## config.mk

```make
export PLATFORM = sky130hd
export DESIGN_NAME = cdd_engine
export DESIGN_NICKNAME = d
export VERILOG_FILES = /design/src/rtl/cdd_pkg.sv /design/src/rtl/cdd_engine.sv
export SDC_FILE = /design/constraint.sdc
export NUM_CORES = 2
export LEC_CHECK = 0
export ABC_CLOCK_PERIOD_IN_PS = 49700
export BUFFER_PORTS_ARGS = -buffer_cell sky130_fd_sc_hd__buf_2
export CORE_MARGIN = 3
export CORE_UTILIZATION = 40
export DETAILED_ROUTE_END_ITERATION = 6
export SLEW_MARGIN = 20
export SYNTH_ARGS = -nofsm -noshare
export SYNTH_HDL_FRONTEND = slang
export SYNTH_SLANG_ARGS = --single-unit
```

## constraint.sdc

```tcl
create_clock -name clk -period 49.7 [get_ports clk]
set_input_delay 4.97 -clock clk [delete_from_list [all_inputs] [get_ports clk]]
set_output_delay 4.97 -clock clk [all_outputs]
set_load 0.01 [all_outputs]
```

## src/rtl/cdd_pkg.sv

```systemverilog
package cdd_pkg;
   // --------------------------------------------------
   // register byte offsets
   // --------------------------------------------------
   localparam logic [7:0] HDR_CTRL = 8'h00;
   localparam logic [7:0] HDR_BASE_HI = 8'h04;
   localparam logic [7:0] HDR_BASE_LO = 8'h08;
   localparam logic [7:0] HDR_LAST = 8'h0C;
   localparam logic [7:0] IRQ_STATUS = 8'h10;
   localparam logic [7:0] IRQ_CLEAR = 8'h14;
   localparam logic [7:0] IRQ_ENABLE = 8'h18;
   localparam logic [7:0] ENG_STATUS = 8'h1C;
   // --------------------------------------------------
   // descriptor table layout
   // --------------------------------------------------
   localparam logic [63:0] TBL_LAST_DONE = 64'h0000_0000_0000_000C;
   localparam logic [63:0] TBL_DESC0 = 64'h0000_0000_0000_0010;
   localparam logic [31:0] DW_STEP = 32'h0000_0004;
   // --------------------------------------------------
   // field positions
   // --------------------------------------------------
   localparam int CTL_IRQ_BIT = 17;
   localparam int CTL_WB_BIT = 18;
   localparam int CTL_LOOP_BIT = 31;
   localparam int DESC_IRQ_BIT = 16;
   localparam int DESC_WB_BIT = 17;
   localparam int STS_IDLE_BIT = 16;
   localparam int STS_BUSY_BIT = 17;
   localparam int IRQ_DESC = 0;
   localparam int IRQ_CHAIN = 1;
   // --------------------------------------------------
   // reset values and answers
   // --------------------------------------------------
   localparam logic [31:0] RST_WORD = 32'h0000_0000;
   localparam logic [1:0] RESP_OKAY = 2'h0;
   localparam logic [1:0] RESP_SLVERR = 2'h2;
   // --------------------------------------------------
   // carriers
   // --------------------------------------------------
   // dword request toward root-side memory
   typedef struct packed {
      logic valid;
      logic we;
      logic [63:0] addr;
      logic [31:0] wdata;
   } cdd_rs_req_type;
   // endpoint memory strobes, read data one cycle later
   typedef struct packed {
      logic re;
      logic we;
      logic [31:0] addr;
      logic [31:0] wdata;
   } cdd_ep_req_type;
endpackage

```

## src/rtl/cdd_engine.sv

```systemverilog
`timescale 1ns/1ps
`default_nettype none
module cdd_engine #(
   parameter bit TO_HOST = 1'b1
) (
   input wire logic clk,
   input wire logic rst,
   input wire logic s_axi_awvalid,
   output logic s_axi_awready,
   input wire logic [7:0] s_axi_awaddr,
   input wire logic s_axi_wvalid,
   output logic s_axi_wready,
   input wire logic [31:0] s_axi_wdata,
   input wire logic [3:0] s_axi_wstrb,
   output logic s_axi_bvalid,
   input wire logic s_axi_bready,
   output logic [1:0] s_axi_bresp,
   input wire logic s_axi_arvalid,
   output logic s_axi_arready,
   input wire logic [7:0] s_axi_araddr,
   output logic s_axi_rvalid,
   input wire logic s_axi_rready,
   output logic [31:0] s_axi_rdata,
   output logic [1:0] s_axi_rresp,
   output cdd_pkg::cdd_rs_req_type root_side_req,
   input wire logic root_side_ack,
   input wire logic [31:0] root_side_rdata,
   output cdd_pkg::cdd_ep_req_type ep_mem,
   input wire logic [31:0] ep_mem_rdata,
   output logic msi_req,
   input wire logic msi_ack,
   output logic irq
);
   // --------------------------------------------------
   // state
   // --------------------------------------------------
   typedef enum logic [6:0] {
      ST_IDLE = 7'h01,
      ST_FETCH = 7'h02,
      ST_LAT = 7'h04,
      ST_SRC = 7'h08,
      ST_DST = 7'h10,
      ST_WB = 7'h20,
      ST_MSI = 7'h40
   } cdd_st_type;

   typedef struct packed {
      cdd_st_type st; // engine phase
      logic [31:0] ctrl; // header word 0
      logic [31:0] base_hi; // header word 1
      logic [31:0] base_lo; // header word 2
      logic [31:0] last; // header word 3
      logic [15:0] idx; // current descriptor
      logic [1:0] wcnt; // fetched word count
      logic [31:0] d_ctl; // descriptor word 0
      logic [31:0] d_ep; // descriptor word 1
      logic [31:0] d_hhi; // descriptor word 2
      logic [31:0] d_hlo; // descriptor word 3
      logic [15:0] cnt; // dwords moved
      logic [31:0] ep_ptr; // running endpoint address
      logic [63:0] h_ptr; // running host address
      logic [15:0] last_done; // last finished index
      logic [1:0] irq_status; // sticky events
      logic [1:0] irq_enable; // event mask
      logic msi; // msi request level
      cdd_pkg::cdd_rs_req_type rs; // host request
      cdd_pkg::cdd_ep_req_type ep; // endpoint strobes
      logic aw_ok; // write address held
      logic [7:0] aw_addr;
      logic w_ok; // write data held
      logic [31:0] w_data;
      logic [3:0] w_strb;
      logic bvalid;
      logic [1:0] bresp;
      logic rvalid;
      logic [31:0] rdata;
      logic [1:0] rresp;
   } cdd_state_type;

   cdd_state_type r;
   cdd_state_type next_r;
   logic wr_go; // write decode fires this cycle
   logic start; // last header word written

   // --------------------------------------------------
   // helpers
   // --------------------------------------------------
   // byte-lane merge for register writes
   function automatic logic [31:0] merge(input logic [31:0] old, input logic [31:0] d,
                                         input logic [3:0] s);
      logic [31:0] m;
      m = old;
      for (int i = 0; i < 4; i++)
         if (s[i])
            m[i*8 +: 8] = d[i*8 +: 8];
      return m;
   endfunction

   // address of word w of descriptor i
   function automatic logic [63:0] desc_addr(input logic [63:0] base, input logic [15:0] i,
                                             input logic [1:0] w);
      return base + cdd_pkg::TBL_DESC0 + {44'h0, i, 4'h0} + {60'h0, w, 2'h0};
   endfunction

   assign wr_go = r.aw_ok && r.w_ok && !r.bvalid;
   assign start = wr_go && (r.aw_addr == cdd_pkg::HDR_LAST);
   assign s_axi_awready = !r.aw_ok;
   assign s_axi_wready = !r.w_ok;
   assign s_axi_arready = !r.rvalid;
   assign s_axi_bvalid = r.bvalid;
   assign s_axi_bresp = r.bresp;
   assign s_axi_rvalid = r.rvalid;
   assign s_axi_rdata = r.rdata;
   assign s_axi_rresp = r.rresp;
   assign root_side_req = r.rs;
   assign ep_mem = r.ep;
   assign msi_req = r.msi;
   assign irq = |(r.irq_status & r.irq_enable);

   // --------------------------------------------------
   // next-state logic
   // --------------------------------------------------
   always_comb
   begin
      logic [63:0] base;
      logic [1:0] irq_set;
      logic [1:0] irq_clr;
      logic issue;
      logic finish;
      logic post;
      logic next_d;
      logic fetch;
      base = {r.base_hi, r.base_lo};
      irq_set = 2'h0;
      irq_clr = 2'h0;
      issue = 1'b0;
      finish = 1'b0;
      post = 1'b0;
      next_d = 1'b0;
      fetch = 1'b0;
      next_r = r;
      next_r.ep.re = 1'b0;
      next_r.ep.we = 1'b0;
      // capture write address and data in either order
      if (s_axi_awvalid && !r.aw_ok)
      begin
         next_r.aw_ok = 1'b1;
         next_r.aw_addr = s_axi_awaddr;
      end
      if (s_axi_wvalid && !r.w_ok)
      begin
         next_r.w_ok = 1'b1;
         next_r.w_data = s_axi_wdata;
         next_r.w_strb = s_axi_wstrb;
      end
      // register write once both halves are held
      if (wr_go)
      begin
         next_r.aw_ok = 1'b0;
         next_r.w_ok = 1'b0;
         next_r.bvalid = 1'b1;
         next_r.bresp = cdd_pkg::RESP_OKAY;
         unique case (r.aw_addr)
            cdd_pkg::HDR_CTRL: next_r.ctrl = merge(r.ctrl, r.w_data, r.w_strb);
            cdd_pkg::HDR_BASE_HI: next_r.base_hi = merge(r.base_hi, r.w_data, r.w_strb);
            cdd_pkg::HDR_BASE_LO: next_r.base_lo = merge(r.base_lo, r.w_data, r.w_strb);
            cdd_pkg::HDR_LAST: next_r.last = merge(r.last, r.w_data, r.w_strb);
            cdd_pkg::IRQ_CLEAR: irq_clr = r.w_strb[0] ? r.w_data[1:0] : 2'h0;
            cdd_pkg::IRQ_ENABLE:
            begin
               if (r.w_strb[0])
                  next_r.irq_enable = r.w_data[1:0];
            end
            cdd_pkg::IRQ_STATUS, cdd_pkg::ENG_STATUS: ; // read-only, ignored
            default: next_r.bresp = cdd_pkg::RESP_SLVERR; // unmapped
         endcase
      end
      if (r.bvalid && s_axi_bready)
         next_r.bvalid = 1'b0;
      // register read, answered one cycle later
      if (s_axi_arvalid && !r.rvalid)
      begin
         next_r.rvalid = 1'b1;
         next_r.rresp = cdd_pkg::RESP_OKAY;
         unique case (s_axi_araddr)
            cdd_pkg::HDR_CTRL: next_r.rdata = r.ctrl;
            cdd_pkg::HDR_BASE_HI: next_r.rdata = r.base_hi;
            cdd_pkg::HDR_BASE_LO: next_r.rdata = r.base_lo;
            cdd_pkg::HDR_LAST: next_r.rdata = r.last;
            cdd_pkg::IRQ_STATUS: next_r.rdata = {30'h0, r.irq_status};
            cdd_pkg::IRQ_ENABLE: next_r.rdata = {30'h0, r.irq_enable};
            cdd_pkg::IRQ_CLEAR: next_r.rdata = cdd_pkg::RST_WORD;
            cdd_pkg::ENG_STATUS:
            begin
               next_r.rdata = {16'h0, r.last_done};
               next_r.rdata[cdd_pkg::STS_IDLE_BIT] = (r.st == ST_IDLE);
               next_r.rdata[cdd_pkg::STS_BUSY_BIT] = (r.st != ST_IDLE);
            end
            default:
            begin
               next_r.rdata = cdd_pkg::RST_WORD;
               next_r.rresp = cdd_pkg::RESP_SLVERR;
            end
         endcase
      end
      if (r.rvalid && s_axi_rready)
         next_r.rvalid = 1'b0;
      // engine sequence
      unique case (r.st)
         ST_IDLE:
         begin
            if (start)
            begin
               next_r.idx = 16'h0;
               fetch = 1'b1;
            end
         end
         ST_FETCH:
         begin
            // four dword reads, table never written here
            if (root_side_ack)
            begin
               unique case (r.wcnt)
                  2'h0: next_r.d_ctl = root_side_rdata;
                  2'h1: next_r.d_ep = root_side_rdata;
                  2'h2: next_r.d_hhi = root_side_rdata;
                  2'h3: next_r.d_hlo = root_side_rdata;
               endcase
               next_r.wcnt = r.wcnt + 2'h1;
               next_r.rs.addr = desc_addr(base, r.idx, r.wcnt + 2'h1);
               if (r.wcnt == 2'h3)
               begin
                  next_r.rs.valid = 1'b0;
                  next_r.cnt = 16'h0;
                  next_r.ep_ptr = r.d_ep;
                  next_r.h_ptr = {r.d_hhi, root_side_rdata};
                  if (r.d_ctl[15:0] == 16'h0)
                     finish = 1'b1;
                  else
                     issue = 1'b1;
               end
            end
         end
         ST_LAT:
            next_r.st = ST_SRC;
         ST_SRC:
         begin
            if (TO_HOST)
            begin
               // endpoint data is on the bus now
               next_r.rs.valid = 1'b1;
               next_r.rs.we = 1'b1;
               next_r.rs.addr = r.h_ptr;
               next_r.rs.wdata = ep_mem_rdata;
               next_r.st = ST_DST;
            end
            else if (root_side_ack)
            begin
               next_r.rs.valid = 1'b0;
               next_r.ep.we = 1'b1;
               next_r.ep.addr = r.ep_ptr;
               next_r.ep.wdata = root_side_rdata;
               next_r.st = ST_DST;
            end
         end
         ST_DST:
         begin
            // dword delivered: step both pointers
            if (!TO_HOST || root_side_ack)
            begin
               next_r.rs.valid = 1'b0;
               next_r.cnt = r.cnt + 16'h1;
               next_r.ep_ptr = r.ep_ptr + cdd_pkg::DW_STEP;
               next_r.h_ptr = r.h_ptr + {32'h0, cdd_pkg::DW_STEP};
               if (r.cnt + 16'h1 == r.d_ctl[15:0])
                  finish = 1'b1;
               else
                  issue = 1'b1;
            end
         end
         ST_WB:
         begin
            if (root_side_ack)
            begin
               next_r.rs.valid = 1'b0;
               post = 1'b1;
            end
         end
         ST_MSI:
         begin
            if (msi_ack)
            begin
               next_r.msi = 1'b0;
               next_d = 1'b1;
            end
         end
         default:
            next_r.st = ST_IDLE;
      endcase
      // start the next dword's source access
      if (issue)
      begin
         if (TO_HOST)
         begin
            next_r.ep.re = 1'b1;
            next_r.ep.addr = next_r.ep_ptr;
            next_r.st = ST_LAT;
         end
         else
         begin
            next_r.rs.valid = 1'b1;
            next_r.rs.we = 1'b0;
            next_r.rs.addr = next_r.h_ptr;
            next_r.st = ST_SRC;
         end
      end
      // transfer done: optional last-done write
      if (finish)
      begin
         if (r.d_ctl[cdd_pkg::DESC_WB_BIT] || r.ctrl[cdd_pkg::CTL_WB_BIT])
         begin
            next_r.rs.valid = 1'b1;
            next_r.rs.we = 1'b1;
            next_r.rs.addr = base + cdd_pkg::TBL_LAST_DONE;
            next_r.rs.wdata = {16'h0, r.idx};
            next_r.st = ST_WB;
         end
         else
            post = 1'b1;
      end
      // descriptor complete: record, then optional MSI
      if (post)
      begin
         next_r.last_done = r.idx;
         irq_set[cdd_pkg::IRQ_DESC] = 1'b1;
         if (r.d_ctl[cdd_pkg::DESC_IRQ_BIT] || r.ctrl[cdd_pkg::CTL_IRQ_BIT])
         begin
            next_r.msi = 1'b1;
            next_r.st = ST_MSI;
         end
         else
            next_d = 1'b1;
      end
      // step to the next descriptor or end the chain
      if (next_d)
      begin
         if (r.idx == r.last[15:0])
         begin
            irq_set[cdd_pkg::IRQ_CHAIN] = 1'b1;
            if (r.ctrl[cdd_pkg::CTL_LOOP_BIT])
            begin
               next_r.idx = 16'h0;
               fetch = 1'b1;
            end
            else
               next_r.st = ST_IDLE;
         end
         else
         begin
            next_r.idx = r.idx + 16'h1;
            fetch = 1'b1;
         end
      end
      // begin fetching descriptor next_r.idx
      if (fetch)
      begin
         next_r.wcnt = 2'h0;
         next_r.rs.valid = 1'b1;
         next_r.rs.we = 1'b0;
         next_r.rs.addr = desc_addr(base, next_r.idx, 2'h0);
         next_r.st = ST_FETCH;
      end
      // sticky events, a new event beats a clear
      next_r.irq_status = (r.irq_status & ~irq_clr) | irq_set;
   end

   // --------------------------------------------------
   // state register
   // --------------------------------------------------
   always_ff @(posedge clk or posedge rst)
   begin
      if (rst)
      begin
         r <= '0;
         r.st <= ST_IDLE;
      end
      else
         r <= next_r;
   end
endmodule
`default_nettype wire

```

Word-level counts from Yosys, hierarchy flattened
Index checks and enable logic that the tools add are counted.
W data, S select, Z words.
{"block": "op_classes", "bitwise": 4, "add_sub_neg": 10, "n_reduce_logical": 53, "n_eq_ne": 30, "n_mux": 83}
{"operator": "$mux W242", "count": 1}
{"operator": "$mux W112", "count": 2}
{"operator": "$pmux W112 S2", "count": 1}
{"operator": "$pmux W32 S7", "count": 1}
{"operator": "$mux W98", "count": 2}
{"operator": "$mux W32", "count": 5}
{"operator": "$mux W130", "count": 1}
{"operator": "$add A64 B20 Y64", "count": 2}
{"operator": "$pmux W64 S2", "count": 1}
{"operator": "$mux W16", "count": 5}
{"operator": "$mux W66", "count": 1}
{"operator": "$add A64 B3 Y64 const B", "count": 1}
{"operator": "$add A64 B4 Y64", "count": 1}
{"operator": "$add A64 B4 Y64 const B", "count": 1}
{"operator": "$add A64 B5 Y64 const B", "count": 1}
{"operator": "$eq A8 B5 Y1 const B", "count": 8}
{"operator": "$mux W64", "count": 1}
{"operator": "$mux W7", "count": 9}
{"operator": "$reduce_and A3 Y1", "count": 21}
{"operator": "$mux W1", "count": 39}
{"operator": "$mux W37", "count": 1}
{"operator": "$mux W35", "count": 1}
{"operator": "$add A16 B1 Y16 const B", "count": 2}
{"operator": "$add A32 B3 Y32 const B", "count": 1}
{"operator": "other kinds (36)", "count": 71}
{"block": "word_totals", "ff_bits": 629, "wordCells": 226, "output_inout_bits": 207, "inputBits": 125}

Logic depth before layout (Yosys ltp)
{"block": "depth", "word_depth": 14, "mapped_depth": 27, "mapped_depth_nobuf": 23}

Least setup slack after synthesis
Ideal clock, no wire load.
{"block": "synth_timing", "path_type": "input port to flip-flop", "start": "in root_side_ack", "end": "reg r, in the netlist root_side_req[73]", "setup_slack_ps": 40059, "arrival_ps": 9537, "stages": 23, "setup_ps": 104, "n_path_buf": 4, "required_time_ps": 49596, "path_cell_list": "clkbuf_1 nand3_1 nor2b_1 clkbuf_1 nor2_1 nor3_1 a21oi_1 nand2_1 a21oi_1 clkbuf_1 clkbuf_1 nand2_1 o21ai_0 ha_1 a21o_1 a21oi_1 o21ai_0 a2111oi_0 o311ai_0 nand2_1 nor3_4 xor2_1 a221oi_1"}
{"item": "start: declaration", "line_no": "cdd_engine.sv:26", "text": "input wire logic root_side_ack,"}
{"item": "end signal: assignment", "line_no": "cdd_engine.sv:388", "text": "r <= next_r;"}
{"item": "end: declaration", "line_no": "cdd_engine.sv:80", "text": "cdd_state_type r;"}

==> flow_summary.yaml <==
critical_path:
  crit_path_end_kind: "flop"
  worstPathRequired_ns: 50.18
  crit_chain: "buf_2 > nand3_1 > nor2b_2 > buf_4 > nor2_4 > nor3_1 > a21oi_1 > nand2_1 > a21oi_4 > buf_4 > nand2_1 > o21ai_0 > ha_1 > a21o_1 > a21o_1 > a21o_1 > a2111oi_0 > o311ai_0 > buf_4 > nand2_1 > nor2_1 > nand3_1 > xor2_1 > o22ai_1"
  critPathBufInv: 4
  crit_arrival_ns: 11.14
  crit_type: "input port to flop"
  slowest_delay_ns: 0.78
  critical_path.slowest_cell: "buf_4"
  r2r_cells: 23
  critical_path.top_delay_family: "compound AO/OA/AOI/OAI gates"
  crit_path_start_kind: "input port"
  cp_max_fo: 90
  cp.depth: 24
clock_network:
  post_cts_resized: 0
  clk_pin_slew_ns: 0.06
  clkLatencyLatePin_ns: 0.63
  cts_setup_buffers: 0
  clockRootBuffer: "clkbuf_16"
  clock-sinks: 581
  cts_tree: "built"
  cts-hold-fix-buffers: 0
  cts_buffer_depth: 3
  numCtsBuffers: 69
  cts_max_level: 3
yosys:
  yosysSeqAreaShare: 0.414
  avgSynthCellArea_um2: 9.62
  synth_edf_count: 0
  postSynthCellCount: 3651
  ys_ff_latch: 581
  syn-cell-area_um2: 35100
  async_flop_share: 1.00
  yosys_warnings: 0
  ys.flop_type: "dfrtp_1"
  synth_cell_types: 89
timing:
  setup_viol: 0
  tightest_slew_ns: 1.23
  finalSetupTns_ns: 0
  rsz0062_at_grt: "no"
  report.final.slew_viol_count: 0
  period_minus_slack_ns: 10.67
  fin_skew_ns: 0.0325
  layout_setup_ws_ns: 39.03
  hold_viol_final: 0
  relSlewSlack: 0.172
  max_clock_freq_mhz: 93.7
  period_share: 0.215
floorplanning:
  die_x_um: 302
  core.rowCount: 108
  core_um2: 86900
  start_util: 0.404
  die-area_um2: 91400
  die_h_um: 302
  io_pins: 332
cells_and_area:
  finalNetCount: 3822
  syn_to_final_growth_pct: 9.63
  drive_gt1_frac: 0.224
  layout_commonest_cell: "dfrtp_1"
  layout_common_cells: "dfrtp_1 (580), nand2_1 (389), mux2_2 (303), buf_2 (296), o21ai_0 (217)"
hold_path:
  worst_hold_path.num_cells: 2
  hold_path_class: "flop to flop"
run_status:
  outcome: "completed"
placement:
  pre_cts_slack_ns: 38.34
  numPortBuffers: 296
  gp_congestion: 0.931
  dp_hpwl_um: 88500
pwr:
  p_switching_mw: 0.407
  p_per_area_nw_per_um2: 34.7
  pwr-share-seq: 0.450
  internal-power_mw: 0.928
  power_frac_comb: 0.160
  leakagePower_nw: 17.2
  pwr-share-clk: 0.391
  sw_frac_of_total: 0.305
  ir_drop_uv: 36.6
drt:
  drt-total-wl_um: 120000
  ant_nets: 0
  drtIter0Drc: 3142
  wl_per_cell_um: 24.7
  vias: 28928
  drc: 0
  drt-pass1-iter-count: 6
  routed_via_density: 5.95
global_route:
  antenna_found_initial: 3
  grt_max_degree: 139
  grt_pass1_vias: 26876
  grt_pass1_wl_um: 178000
  grt_overflow: 0
  track_usage: 0.257
run:
  drv_cap: 0
-- power by group through the flow --
stage	combinational, mW	clock (mW)	sequential (mW)
5_1_grt	0.231	0.550	0.606
2_1_floorplan	0.177	0	0.557
4_1_cts	0.211	0.533	0.598
3_5_place_dp	0.210	0	0.607
6_report	0.213	0.522	0.600
3_3_place_gp	0.208	0	0.606
-- sequential cells by signal, summed over array words and instances (netlist names) --
name / count
s_axi_bresp: 1
ep_mem: 33
s_axi_rresp: 1
root_side_req: 98
s_axi_bvalid: 1
s_axi_rdata: 32
r: 413
s_axi_rvalid: 1
msi_req: 1
-- layer usage --
layer | track usage | share of wire | vias up
met5 | 0 | 0 | -
met3 | 0.0418 | 0.075 | 179
li1 | - | - | 13076
met4 | 0.0788 | 0.032 | 0
met1 | 0.378 | 0.45 | 14470
met2 | 0.386 | 0.44 | 1203
-- per-stage QoR --
step	utilization	cells	power [mW]	cell area [um^2]	hold WS, ns
after CTS	0.443	4859	1.34	38500	0.474
after detailed placement	0.416	4734	0.817	36200	0.462
final	0.443	4863	1.33	38500	0.469
after global routing	0.443	4861	1.39	38500	0.502
after global placement	0.416	4734	0.813	36200	0.457
after floorplan	-	3685	0.734	35300	0.433
-- worst paths after layout --
check | from | to | slack (ns)
setup / recovery | root_side_ack | root_side_req[79]$_DFF_PP0_ | 39.03
hold / removal | r[333]$_DFF_PP0_ | r[333]$_DFF_PP0_ | 0.47
setup reg to reg | r[365]$_DFFE_PP0P_ | root_side_req[79]$_DFF_PP0_ | 41.88
hold reg to reg | r[333]$_DFF_PP0_ | r[333]$_DFF_PP0_ | 0.47
max in group asynchronous | rst | r[333]$_DFF_PP0_ | 42.00
min in group asynchronous | rst | r[67]$_DFFE_PP0P_ | 4.50
-- final cells by class --
| cell class | instances | area (um^2) |
|---|---|---|
| Fill cell | 8506 | 48400 |
| Multi-Input combinational cell | 2612 | 18200 |
| Sequential cell | 581 | 14500 |
| Clock buffer | 105 | 2080 |
| Timing Repair Buffer | 342 | 1860 |
| Tap cell | 1155 | 1450 |
| Clock inverter | 20 | 236 |
| Inverter | 45 | 176 |
| Antenna cell | 3 | 7.51 |
-- cell families after synthesis --
logic type,count (synthesis),synth area share
compound gates,753,0.141
xor+xnor,252,0.0628
fa+ha+maj,46,0.0168
buf+inv,492,0.0754
flops,581,0.414
mux,343,0.119
other cells,1,0.000107
simple gates,1183,0.171
-- worst register-to-register path, stage by stage (launching register included) --
cell and delay [ns]:
dfrtp_1 0.48, nand2_1 0.17, nor3_1 0.73, and3_1 0.31, mux2_2 0.36, nor4_1 0.66, nand3_1 0.26, nand2_1 0.80
a21oi_4 0.28, buf_4 0.48, nand2_1 0.17, o21ai_0 0.12, ha_1 0.39, a21o_1 0.20, a21o_1 0.17, a21o_1 0.20
a2111oi_0 0.63, o311ai_0 0.25, buf_4 0.21, nand2_1 0.24, nor2_1 0.16, nand3_1 0.15, xor2_1 0.16, o22ai_1 0.09
-- synth_stat cells, drive strengths merged, types with 23 or more instances --
| library cell | number | share of area |
|---|---|---|
| nor2 | 185 | 0.020 |
| inv | 45 | 0.0048 |
| or3 | 26 | 0.0048 |
| buf | 258 | 0.050 |
| and4 | 23 | 0.0057 |
| mux2 | 303 | 0.097 |
| o211ai | 48 | 0.010 |
| xnor2 | 152 | 0.038 |
| a31oi | 52 | 0.0093 |
| nor3 | 77 | 0.011 |
| nand2 | 390 | 0.042 |
| and3 | 54 | 0.0096 |
| and2 | 34 | 0.0061 |
| o311ai | 23 | 0.0057 |
| clkbuf | 189 | 0.020 |
| ha | 44 | 0.016 |
| a21oi | 127 | 0.018 |
| o22ai | 25 | 0.0045 |
| nand4 | 90 | 0.017 |
| a221o | 44 | 0.013 |
| nand3 | 136 | 0.019 |
| xor2 | 100 | 0.025 |
| nor3b | 23 | 0.0049 |
| nor4 | 57 | 0.011 |
| o21ai | 219 | 0.031 |
| a21o | 35 | 0.0075 |
| dfrtp | 580 | 0.41 |
| mux4 | 30 | 0.019 |
| a22oi | 52 | 0.011 |
(Power assumes the default switching activity.)
